`config.mk`:
```
export PLATFORM = sky130hd
export DESIGN_NAME = stlc_config_bank
export DESIGN_NICKNAME = d
export VERILOG_FILES = /design/src/hdl/stlc_pkg.sv /design/src/hdl/stlc_cmd_gate.sv /design/src/hdl/stlc_config_bank.sv
export VERILOG_INCLUDE_DIRS = /design/src /design/src/hdl
export SDC_FILE = /design/constraint.sdc
export NUM_CORES = 1
export LEC_CHECK = 0
export ABC_AREA = 1
export BUFFER_PORTS_ARGS = -buffer_cell sky130_fd_sc_hd__buf_2
export CORE_UTILIZATION = 56
export DETAILED_ROUTE_END_ITERATION = 7
export PLACE_DENSITY_LB_ADDON = 0.12
export SLEW_MARGIN = 20
export SYNTH_ARGS = -nofsm -noshare
export SYNTH_HDL_FRONTEND = slang
export SYNTH_SLANG_ARGS = --single-unit
export TNS_END_PERCENT = 100
```
`constraint.sdc`:
```
create_clock -name i_clock -period 2.82 [get_ports i_clock]
set_input_delay 0.141 -clock i_clock [delete_from_list [all_inputs] [get_ports i_clock]]
set_output_delay 0.141 -clock i_clock [all_outputs]
set_load 0.02 [all_outputs]
```
`src/hdl/stlc_regs.svh`:
```
`ifndef STLC_REGS_SVH
`define STLC_REGS_SVH

// Command codes
`define STLC_CMD_SCAN 8'h4f
`define STLC_CMD_STD_SCAN 8'h36
`define STLC_CMD_VBP 8'h53
`define STLC_CMD_VFP 8'h54
`define STLC_CMD_HBP 8'h55
`define STLC_CMD_HFP 8'h56
`define STLC_CMD_BIAS 8'h57
`define STLC_CMD_LVD 8'h59
`define STLC_CMD_KEY 8'hff
`define STLC_KEY_VALUE 8'ha5

// Scan-direction fields
`define STLC_SCAN_ROW_BIT 7
`define STLC_SCAN_COL_BIT 6
`define STLC_SCAN_XCHG_BIT 5
`define STLC_SCAN_VREF_BIT 4
`define STLC_SCAN_BGR_BIT 3
`define STLC_SCAN_HREF_BIT 2
`define STLC_SCAN_RST 8'h00

// Porch defaults
`define STLC_VBP_RST 8'h00
`define STLC_VFP_RST 7'h00
`define STLC_HBP_RST 8'h00
`define STLC_HFP_RST 8'h00

// Bias fields
`define STLC_BIAS_SD_LSB 4
`define STLC_BIAS_GMA_LSB 2
`define STLC_BIAS_OTH_LSB 0
`define STLC_BIAS_RST 8'h2a
`define STLC_BIAS_NA_0 11'h1f4
`define STLC_BIAS_NA_1 11'h2ee
`define STLC_BIAS_NA_2 11'h3e8
`define STLC_BIAS_NA_3 11'h4e2

// Low-voltage-detect fields
`define STLC_LVD_BYP_BIT 6
`define STLC_LVD_GND_BIT 5
`define STLC_LVD_EN_BIT 4
`define STLC_LVD_FIXED_BIT 2
`define STLC_LVD_SEL_LSB 0
`define STLC_LVD_RST 8'h15
`define STLC_LVD_MV_0 12'h898
`define STLC_LVD_MV_1 12'h8fc
`define STLC_LVD_MV_2 12'h960
`define STLC_LVD_MV_3 12'h9c4

`endif

```
`src/hdl/stlc_pkg.sv`:
```
package stlc_pkg;
    typedef logic [7:0] stlc_byte_t;
    typedef logic [1:0] stlc_sel_t;
    typedef enum logic [0:0] {
        STLC_KEY_LOCKED = 1'b0,
        STLC_KEY_OPEN = 1'b1
    } stlc_key_e;
endpackage : stlc_pkg

```
`src/hdl/stlc_cmd_gate.sv`:
```
`timescale 1ns/1ps
`default_nettype none
`include "stlc_regs.svh"

module stlc_cmd_gate (
    // Clock and reset
    input wire logic i_clock,
    input wire logic i_reset,
    // Command stream
    input wire logic i_cmd_valid,
    input wire stlc_pkg::stlc_byte_t i_cmd_code,
    input wire logic i_param_valid,
    input wire stlc_pkg::stlc_byte_t i_param_data,
    // Register write port
    output logic o_wr_stb,
    output stlc_pkg::stlc_byte_t o_wr_addr,
    output stlc_pkg::stlc_byte_t o_wr_data,
    output logic o_key_open
);
    import stlc_pkg::*;

    stlc_byte_t cmd_r;
    logic first_r;
    stlc_key_e key_r;
    logic take;

    // Only the first parameter after a command counts
    assign take = i_param_valid && first_r && !i_cmd_valid;

    always_ff @(posedge i_clock) begin
        if (i_reset) begin
            cmd_r <= 8'h00;
            first_r <= 1'b0;
        end else if (i_cmd_valid) begin
            cmd_r <= i_cmd_code;
            first_r <= 1'b1;
        end else if (i_param_valid) begin
            first_r <= 1'b0;
        end
    end

    // key written first
    always_ff @(posedge i_clock) begin
        if (i_reset) begin
            key_r <= STLC_KEY_LOCKED;
        end else if (take && cmd_r == `STLC_CMD_KEY) begin
            case (i_param_data == `STLC_KEY_VALUE)
                1'b1: key_r <= STLC_KEY_OPEN;
                default: key_r <= STLC_KEY_LOCKED;
            endcase
        end
    end

    always_ff @(posedge i_clock) begin
        if (i_reset) begin
            o_wr_stb <= 1'b0;
            o_wr_addr <= 8'h00;
            o_wr_data <= 8'h00;
        end else begin
            o_wr_stb <= take && cmd_r != `STLC_CMD_KEY;
            if (take) begin
                o_wr_addr <= cmd_r;
                o_wr_data <= i_param_data;
            end
        end
    end

    assign o_key_open = (key_r == STLC_KEY_OPEN);
endmodule : stlc_cmd_gate
`default_nettype wire

```
`src/hdl/stlc_config_bank.sv`:
```
// Summary of operation
// D7 reverses frame-memory row order
// D6 reverses frame-memory column order
// D5 swaps rows and columns
// D4 refreshes panel bottom to top
// D3 selects BGR subpixel order
// D2 refreshes panel right to left
// Scan register at 4Fh, resets zero
// Command 36h writes same scan register
// Host unlocks with A5 to FF first
// 53h loads 8-bit vertical back porch
// 54h loads 7-bit vertical front porch
// 55h loads 8-bit horizontal back porch
// 56h loads 8-bit horizontal front porch
// 57h three bias fields, reset 2Ah
// Bypass bit disables recovery precharge
// Target bit picks ground or negative rail
// 59h detector enable, reset 15h
// Threshold codes select 2.2 to 2.5 V
// Bank writes ignored while key closed; 36h still loads the scan bits while closed
// Host keeps fixed D2 bit one
`timescale 1ns/1ps
`default_nettype none
`include "stlc_regs.svh"

module stlc_config_bank (
    // Clock and reset
    input wire logic i_clock,
    input wire logic i_reset,
    // Command stream
    input wire logic i_cmd_valid,
    input wire stlc_pkg::stlc_byte_t i_cmd_code,
    input wire logic i_param_valid,
    input wire stlc_pkg::stlc_byte_t i_param_data,
    // Access status
    output logic o_key_open,
    output logic o_write_applied,
    output logic o_write_ignored,
    // Frame memory scan
    output logic o_row_order_reverse,
    output logic o_col_order_reverse,
    output logic o_row_col_exchange,
    output logic o_refresh_vertical_reverse,
    output logic o_bgr_order,
    output logic o_refresh_horizontal_reverse,
    // Timing generator porches
    output stlc_pkg::stlc_byte_t o_vertical_back_porch,
    output logic [6:0] o_vertical_front_porch,
    output stlc_pkg::stlc_byte_t o_horizontal_back_porch,
    output stlc_pkg::stlc_byte_t o_horizontal_front_porch,
    // Analog bias
    output stlc_pkg::stlc_sel_t o_source_bias_select,
    output stlc_pkg::stlc_sel_t o_gamma_bias_select,
    output stlc_pkg::stlc_sel_t o_other_bias_select,
    output logic [10:0] o_source_bias_na,
    output logic [10:0] o_gamma_bias_na,
    output logic [10:0] o_other_bias_na,
    // Low-voltage detect
    output logic o_lvd_recovery_bypass,
    output logic o_gate_precharge_enable,
    output logic o_precharge_to_ground,
    output logic o_precharge_to_negative_gate_rail,
    output logic o_lvd_enable,
    output stlc_pkg::stlc_sel_t o_lvd_threshold_select,
    output logic [11:0] o_lvd_threshold_mv
);
    import stlc_pkg::*;

    logic wr_stb;
    stlc_byte_t wr_addr;
    stlc_byte_t wr_data;
    logic key_open;

    stlc_cmd_gate u_gate (
        .i_clock(i_clock),
        .i_reset(i_reset),
        .i_cmd_valid(i_cmd_valid),
        .i_cmd_code(i_cmd_code),
        .i_param_valid(i_param_valid),
        .i_param_data(i_param_data),
        .o_wr_stb(wr_stb),
        .o_wr_addr(wr_addr),
        .o_wr_data(wr_data),
        .o_key_open(key_open)
    );

    function automatic logic in_bank(input stlc_byte_t a);
        case (a)
            `STLC_CMD_SCAN, `STLC_CMD_VBP, `STLC_CMD_VFP, `STLC_CMD_HBP,
            `STLC_CMD_HFP, `STLC_CMD_BIAS, `STLC_CMD_LVD: in_bank = 1'b1;
            default: in_bank = 1'b0;
        endcase
    endfunction : in_bank

    function automatic logic [10:0] bias_na(input stlc_sel_t c);
        case (c)
            2'h0: bias_na = `STLC_BIAS_NA_0;
            2'h1: bias_na = `STLC_BIAS_NA_1;
            2'h2: bias_na = `STLC_BIAS_NA_2;
            default: bias_na = `STLC_BIAS_NA_3;
        endcase
    endfunction : bias_na

    function automatic logic [11:0] lvd_mv(input stlc_sel_t c);
        case (c)
            2'h0: lvd_mv = `STLC_LVD_MV_0;
            2'h1: lvd_mv = `STLC_LVD_MV_1;
            2'h2: lvd_mv = `STLC_LVD_MV_2;
            default: lvd_mv = `STLC_LVD_MV_3;
        endcase
    endfunction : lvd_mv

    logic bank_wr;
    logic std_wr;
    logic scan_wr;

    // key gates bank writes
    assign bank_wr = wr_stb && in_bank(wr_addr) && key_open;
    // standard command always reaches scan bits
    assign std_wr = wr_stb && wr_addr == `STLC_CMD_STD_SCAN;
    assign scan_wr = std_wr || (bank_wr && wr_addr == `STLC_CMD_SCAN);

    // Scan-direction register, bits 7..2
    logic [7:2] scan_r;
    localparam stlc_byte_t SCAN_RST = `STLC_SCAN_RST;

    // scan register load
    always_ff @(posedge i_clock) begin
        if (i_reset) begin
            scan_r <= SCAN_RST[7:2];
        end else if (scan_wr) begin
            scan_r <= wr_data[7:2];
        end
    end

    // row order
    assign o_row_order_reverse = scan_r[`STLC_SCAN_ROW_BIT];
    // column order
    assign o_col_order_reverse = scan_r[`STLC_SCAN_COL_BIT];
    // row/column exchange
    assign o_row_col_exchange = scan_r[`STLC_SCAN_XCHG_BIT];
    // vertical refresh order
    assign o_refresh_vertical_reverse = scan_r[`STLC_SCAN_VREF_BIT];
    // subpixel order
    assign o_bgr_order = scan_r[`STLC_SCAN_BGR_BIT];
    // horizontal refresh order
    assign o_refresh_horizontal_reverse = scan_r[`STLC_SCAN_HREF_BIT];

    // Porch registers
    stlc_byte_t vbp_r;
    logic [6:0] vfp_r;
    stlc_byte_t hbp_r;
    stlc_byte_t hfp_r;

    // vertical back porch
    always_ff @(posedge i_clock) begin
        if (i_reset) begin
            vbp_r <= `STLC_VBP_RST;
        end else if (bank_wr && wr_addr == `STLC_CMD_VBP) begin
            vbp_r <= wr_data;
        end
    end

    // vertical front porch, 7 bits
    always_ff @(posedge i_clock) begin
        if (i_reset) begin
            vfp_r <= `STLC_VFP_RST;
        end else if (bank_wr && wr_addr == `STLC_CMD_VFP) begin
            vfp_r <= wr_data[6:0];
        end
    end

    // horizontal back porch
    always_ff @(posedge i_clock) begin
        if (i_reset) begin
            hbp_r <= `STLC_HBP_RST;
        end else if (bank_wr && wr_addr == `STLC_CMD_HBP) begin
            hbp_r <= wr_data;
        end
    end

    // horizontal front porch
    always_ff @(posedge i_clock) begin
        if (i_reset) begin
            hfp_r <= `STLC_HFP_RST;
        end else if (bank_wr && wr_addr == `STLC_CMD_HFP) begin
            hfp_r <= wr_data;
        end
    end

    assign o_vertical_back_porch = vbp_r;
    assign o_vertical_front_porch = vfp_r;
    assign o_horizontal_back_porch = hbp_r;
    assign o_horizontal_front_porch = hfp_r;

    // Bias register, bits 5..0
    logic [5:0] bias_r;
    localparam stlc_byte_t BIAS_RST = `STLC_BIAS_RST;

    // bias selections
    always_ff @(posedge i_clock) begin
        if (i_reset) begin
            bias_r <= BIAS_RST[5:0];
        end else if (bank_wr && wr_addr == `STLC_CMD_BIAS) begin
            bias_r <= wr_data[5:0];
        end
    end

    assign o_source_bias_select = bias_r[`STLC_BIAS_SD_LSB +: 2];
    assign o_gamma_bias_select = bias_r[`STLC_BIAS_GMA_LSB +: 2];
    assign o_other_bias_select = bias_r[`STLC_BIAS_OTH_LSB +: 2];

    // Bias currents in nA, one field per loop pass
    logic [10:0] bias_na_r [3];
    genvar g;
    generate
        for (g = 0; g < 3; g++) begin : g_bias
            always_ff @(posedge i_clock) begin
                if (i_reset) begin
                    bias_na_r[g] <= `STLC_BIAS_NA_2;
                end else begin
                    bias_na_r[g] <= bias_na(bias_r[2 * g +: 2]);
                end
            end
        end
    endgenerate

    assign o_other_bias_na = bias_na_r[0];
    assign o_gamma_bias_na = bias_na_r[1];
    assign o_source_bias_na = bias_na_r[2];

    // Low-voltage-detect register; fixed bit kept at one
    logic [6:0] lvd_r;
    localparam stlc_byte_t LVD_RST = `STLC_LVD_RST;

    // detect register load
    always_ff @(posedge i_clock) begin
        if (i_reset) begin
            lvd_r <= LVD_RST[6:0];
        end else if (bank_wr && wr_addr == `STLC_CMD_LVD) begin
            lvd_r <= {wr_data[6:3], 1'b1, wr_data[1:0]};
        end
    end

    // recovery precharge bypass
    assign o_lvd_recovery_bypass = lvd_r[`STLC_LVD_BYP_BIT];
    assign o_gate_precharge_enable = !lvd_r[`STLC_LVD_BYP_BIT];
    // precharge target
    assign o_precharge_to_ground = lvd_r[`STLC_LVD_GND_BIT];
    assign o_precharge_to_negative_gate_rail = !lvd_r[`STLC_LVD_GND_BIT];
    assign o_lvd_enable = lvd_r[`STLC_LVD_EN_BIT];
    assign o_lvd_threshold_select = lvd_r[`STLC_LVD_SEL_LSB +: 2];

    // threshold level
    always_ff @(posedge i_clock) begin
        if (i_reset) begin
            o_lvd_threshold_mv <= `STLC_LVD_MV_1;
        end else begin
            o_lvd_threshold_mv <= lvd_mv(lvd_r[1:0]);
        end
    end

    // Write outcome pulses
    always_ff @(posedge i_clock) begin
        if (i_reset) begin
            o_write_applied <= 1'b0;
            o_write_ignored <= 1'b0;
        end else begin
            o_write_applied <= bank_wr || std_wr;
            o_write_ignored <= wr_stb && in_bank(wr_addr) && !key_open;
        end
    end

    assign o_key_open = key_open;
endmodule : stlc_config_bank
`default_nettype wire

```
; Word level (Yosys, flattened, before mapping)
; Memory sizes are Yosys's and may differ from the RTL's.
; Index checks and enable logic that the tools add are counted.
[totals]
output_inout_bits = 98
input_bits = 20
regBits = 90
ramBits = 33
elab_cells = 85
memories = 1
[memory_table]
columns = memory, depth, word_bits, rd, rd_clocked_by_memory_dff, write_ports, line
row1 = bias_na_r, 3, 11, 3, 0, 3, stlc_config_bank.sv:214  ; logic [10:0] bias_na_r [3];
[classes]
mux = 18
bitwise = 3
eq_ne = 19
reduce_logical = 28
[ops]
columns = operator, count
row1 = $pmux 11 s3, 3
row2 = $mux 11, 6
row3 = $eq 8x7->1 const B, 7
row4 = $pmux 9 s3, 1
row5 = $eq 8x8->1 const B, 2
row6 = $logic_and 1x1->1, 16
row7 = $eq 2x1->1 const B, 4
row8 = $eq 2x2->1 const B, 4
row9 = $eq 8x6->1 const B, 1
row10 = $logic_not 2->1, 4
row11 = $mux 1, 8
row12 = $ne 8x8->1 const B, 1
row13 = $reduce_or 7->1, 1
row14 = $logic_not 1->1, 4
row15 = $or 1x1->1, 3
row16 = $logic_or 1x1->1, 2
row17 = $reduce_bool 2->1, 1

; Logic depth before layout (Yosys ltp)
[depth]
ltp_word = 7
depth_mapped = 14
depth_no_buf = 13

; Modules after synthesis
; From an unflattened synthesis, not the netlist that was laid out.
[hier_totals]
hier_cells = 531
area_unflattened_um2 = 4120.2
[by_module_without_submodules]
columns = module, area_each_um2, cells_each, seq_area_each_um2, n_inst
row1 = stlc_config_bank, 3094.2, 399, 1481.4, 1
row2 = stlc_cmd_gate, 1026.0, 132, 540.5, 1

; Least setup slack after synthesis
; Ideal clock, no wire load.
[synth_timing]
path_type = reg2reg
from = register u_gate.o_wr_addr[5]
to = register scan_r[3] in the netlist's numbering
required_time_ps = 2705
setup_ps = 115
path_stages_with_launch = 14
path_buffers = 1
path_slack_ps = 1253
synth_period_minus_slack_ps = 1567
arrival_time_ps = 1452
path_cell_list = dfxtp_1 -> inv_1 -> nand2_1 -> nor2_4 -> inv_2 -> nor2_4 -> nor2_1 -> nand2_2 -> nand3_4 -> nand2_1 -> buf_2 -> nand3_1 -> nand2_1 -> nor2_1
[synth_between]
elab_chain_cells = 7
word_cells_on_any_way = 15
cone_classes = eq/ne: 8 / mux: 1 / reduce/logical: 6
[synth_rtl]
columns = item, line
row1 = from (decl), stlc_cmd_gate.sv:16  ; output stlc_pkg::stlc_byte_t o_wr_addr,
row2 = from (signal assigned), stlc_cmd_gate.sv:62  ; o_wr_addr <= cmd_r;
row3 = $eq 8x7->1, stlc_config_bank.sv:88  ; case (a)
row4 = $reduce_or 7->1, stlc_config_bank.sv:88
row5 = $mux 1, stlc_config_bank.sv:88
row6 = $logic_and 1x1->1 (2 in series), stlc_config_bank.sv:118  ; assign bank_wr = wr_stb && in_bank(wr_addr) && key_open;
row7 = $logic_and 1x1->1 (no source line), --
row8 = $logic_or 1x1->1 *, stlc_config_bank.sv:121  ; assign scan_wr = std_wr || (bank_wr && wr_addr == `STLC_CMD_SCAN);
row9 = to (signal assigned), stlc_config_bank.sv:130  ; scan_r <= SCAN_RST[7:2];
row10 = to (signal assigned), stlc_config_bank.sv:132  ; scan_r <= wr_data[7:2];
row11 = to (decl), stlc_config_bank.sv:124  ; logic [7:2] scan_r;
; Every way passes the cells marked *; elsewhere a longest branch is shown, timed or not.
; A chain may end at the register's enable or synchronous reset.

; Final worst setup path
; Same ends and word-level chain as after synthesis.

==> impl_metrics.yaml <==
status:
  status: "complete, no violations"
final_layout:
  final_area_mm2: 0.00490
  final.fill_count: 667
  finish.utilization_pct: 66.9
  drive_gt1_share_pct: 20.0
  instances_no_fill: 775
  antennaDiodeCount: 0
  area.growth.synth_to_final_pct: 14.6
  num-nets-final: 708
critical_path:
  worstPathArrival_ps: 2060
  start_kind: "flip-flop"
  r2r-end: "scan_r[3]"
  worstPathMaxFanout: 12
  cp-end-kind: "flip-flop"
  required_ps: 3080
  r2r-start: "u_gate.o_wr_addr[5]"
  reg2reg_depth: 12
  crit_slowest_cell: "nand2_1"
  path_class: "reg2reg"
  crit_top_cell: "nand2_1"
  crit_family: "simple AND/OR/NAND/NOR gates"
  critPathBufInv: 1
  reg2reg_slack_ps: 1020
  cp_cell_sequence: "inv_1 > nand2_1 > nor2_4 > nand2_1 > nand2_1 > nor2_1 > nand2_2 > nand3_4 > nand2_1 > nand3_1 > nand2_1 > nor2_1"
  crit_start: "u_gate.o_wr_addr[5]"
  cpPeakStageDelay_ps: 330
synthesis:
  synth_edf_count: 0
  ys.flop_type: "dfxtp_1"
  syn_inst: 583
  synth_top_area_cell: "dfxtp_1"
  syn_area_mm2: 0.00428
  ys_ff_latch: 101
  synth_top_area_share_pct: 47.2
  ys_types: 24
  ys_warn_count: 0
  netlist_top_cells_area: "dfxtp_1 47%, nand2_1 11%, nor2_1 9.5%"
  synthArstFlopShare_pct: 0
  syn_avg_cell_area_um2: 7.34
  synth_seq_area_share_pct: 47.2
hold_path:
  holdPathEnd: "u_gate.first_r"
  hold_class: "in2reg"
  whs_path_depth: 4
  hp-start: "i_param_valid"
route:
  drt_wl_total_um: 8480
  drt-pass1-iter-count: 4
  drc: 0
  num_vias: 3594
  drtIter0Drc: 102
  wl_met2_um: 3930
  highest_layer: "met4"
  route.met3.wl_um: 403
  wire_per_inst_um: 10.9
  wl_met1_um: 3970
  viasPerCell: 4.64
  drtAntennaViolNets: 0
placed_design:
  dp_cells: 760
  routabilityCongestion: 0.800
  dpl.hpwl_um: 6010
  portBuffers: 100
  placed_area_mm2: 0.00472
flow_run:
  maxCapViolCount: 0
cts:
  ctsResizeCount: 0
  h-tree-depth: 3
  numCtsBuffers: 9
  cts_hold_buf: 0
  cts_max_path_buffers: 2
  clock_latency_ps: 360
  cts_setup_buffers: 0
  clkTransAtPathRegs_ps: 90
  numClockSinks: 101
  clockRootBuffer: "clkbuf_8"
  cts_tree: "done"
timing:
  worstMarginPinSlew_ps: 726
  fin_crit_sh_pct: 64.0
  skew_ps: 10.8
  max_freq_mhz: 554
  setup_violations: 0
  hold_violations: 0
  final.setup.tns_ps: 0
  slew_headroom_pct: 51.6
  final.min_clock_period_ps: 1800
  rsz0062_at_grt: "no"
  maxSlewViolCount: 0
floorplanning:
  start_util_pct: 58.4
  coreArea_mm2: 0.00733
  die-width_um: 89.4
  rows: 31
  io_pins: 118
  die_y_um: 89.4
  dieArea_mm2: 0.00800
global_route:
  grt.overflow.total: 0
  antenna_found_initial: 0
  grt_pass1_vias: 3084
  track_usage_pct: 22.5
  grt_first_pass_wirelength_um: 13600
  grt_max_degree: 46
pwr:
  internal_power_w: 0.00185
  irDropWorstVdd_mv: 0.265
  p_leak_nw: 2.72
  switchingPower_w: 0.000561
  seq_power_share_pct: 60.4
  power_frac_comb_pct: 4.0
  switching_share_pct: 23.2
  power_density_mw_per_mm2: 492
  clkPwrFrac_pct: 35.6
[metrics by stage]
stage | total power [W] | hold slack [ps] | worst slack, ps
after floorplan | 0.00157 | 290 | 1250
after global placement | 0.00158 | 406 | 1130
after detailed placement | 0.00159 | 420 | 1030
after CTS | 0.00243 | 25.7 | 1010
after global routing | 0.00251 | 63.3 | 837
final | 0.00241 | 40.4 | 1020
[power groups by stage]
stage / logic [W] / registers, W / clock network (W)
after detailed placement: 0.0000955 / 0.00149 / 0
final: 0.0000957 / 0.00146 / 0.000860
after floorplan: 0.0000879 / 0.00148 / 0
after global routing: 0.000109 / 0.00146 / 0.000936
after CTS: 0.0000957 / 0.00146 / 0.000874
after global placement: 0.0000938 / 0.00149 / 0
[cell usage in the layout, fill, tap and decap left out, drive strengths merged]
cell	count
clkbuf	12
nor3	2
conb	17
or2	4
nand3	22
o21ai	27
inv	89
nor2	110
nor3b	1
nand4	4
clkinvlp	2
dfxtp	101
nand2	135
clkinv	1
buf	103
a21oi	30
ha	16
[synthesized netlist by cell type (2+ instances only)]
cell / count
a21oi_1: 30
buf_2: 5
buf_4: 21
buf_6: 4
clkbuf_1: 9
conb_1: 2
dfxtp_1: 101
ha_1: 16
inv_1: 86
inv_2: 2
nand2_1: 128
nand2_2: 3
nand2_4: 4
nand3_1: 21
nand4_1: 4
nor2_1: 108
nor2_4: 2
nor3_1: 2
o21ai_0: 27
or2_2: 4
[how the worst max path moves through the flow]
stage / endpoint / slack (ps) / cells past startpoint
2_1_floorplan: scan_r[3] / 1250 / 13
3_3_place_gp: scan_r[6] / 1130 / 12
3_5_place_dp: scan_r[3] / 1030 / 12
4_1_cts: scan_r[3] / 1010 / 12
5_1_grt: scan_r[4] / 840 / 12
6_report: scan_r[3] / 1020 / 12
[sequential cells by signal, summed over array words and instances, names as in the netlist]
register                  flops
bias_na_r                    18
bias_r                        6
lvd_r                         5
o_horizontal_back_porch       8
o_horizontal_front_porch      8
o_lvd_threshold_mv            6
o_vertical_back_porch         8
o_vertical_front_porch        7
o_write_applied               1
o_write_ignored               1
scan_r                        6
u_gate.cmd_r                  8
u_gate.first_r                1
u_gate.o_key_open             1
u_gate.o_wr_addr              8
u_gate.o_wr_data              8
u_gate.o_wr_stb               1
[layer usage]
layer	vias to the layer above	GRT usage, %
met5	-	0
met4	0	9.81
met3	16	3.69
met2	89	37.2
met1	1594	29.0
li1	1895	-
[final cells by class]
cell class	count	area (um2)	area share, %
clock buffers	12	165	3.37
clock inverters	3	20.0	0.408
inverters	89	339	6.91
multi-input cells	368	1710	34.9
flip-flops and latches	101	2020	41.2
well taps	99	124	2.53
repair buffers	103	523	10.7
[kinds of logic (layout without fill, tap and decap cells)]
kind of cell,Yosys count,in the layout,synth area share (%)
buffers and inverters,129,207,14.1
AND/OR/NAND/NOR,278,278,27.1
AO/OA/AOI/OAI,57,57,6.66
other,2,17,0.175
adder cells (fa/ha/maj),16,16,4.68
flip-flops,101,101,47.2
[worst min-delay path, delay by kind of cell]
kind / cells / cell delay, ps
buffers and inverters: 2 / 110
AO/OA/AOI/OAI: 1 / 60
AND/OR/NAND/NOR: 1 / 40
(Power assumes the default switching activity.)
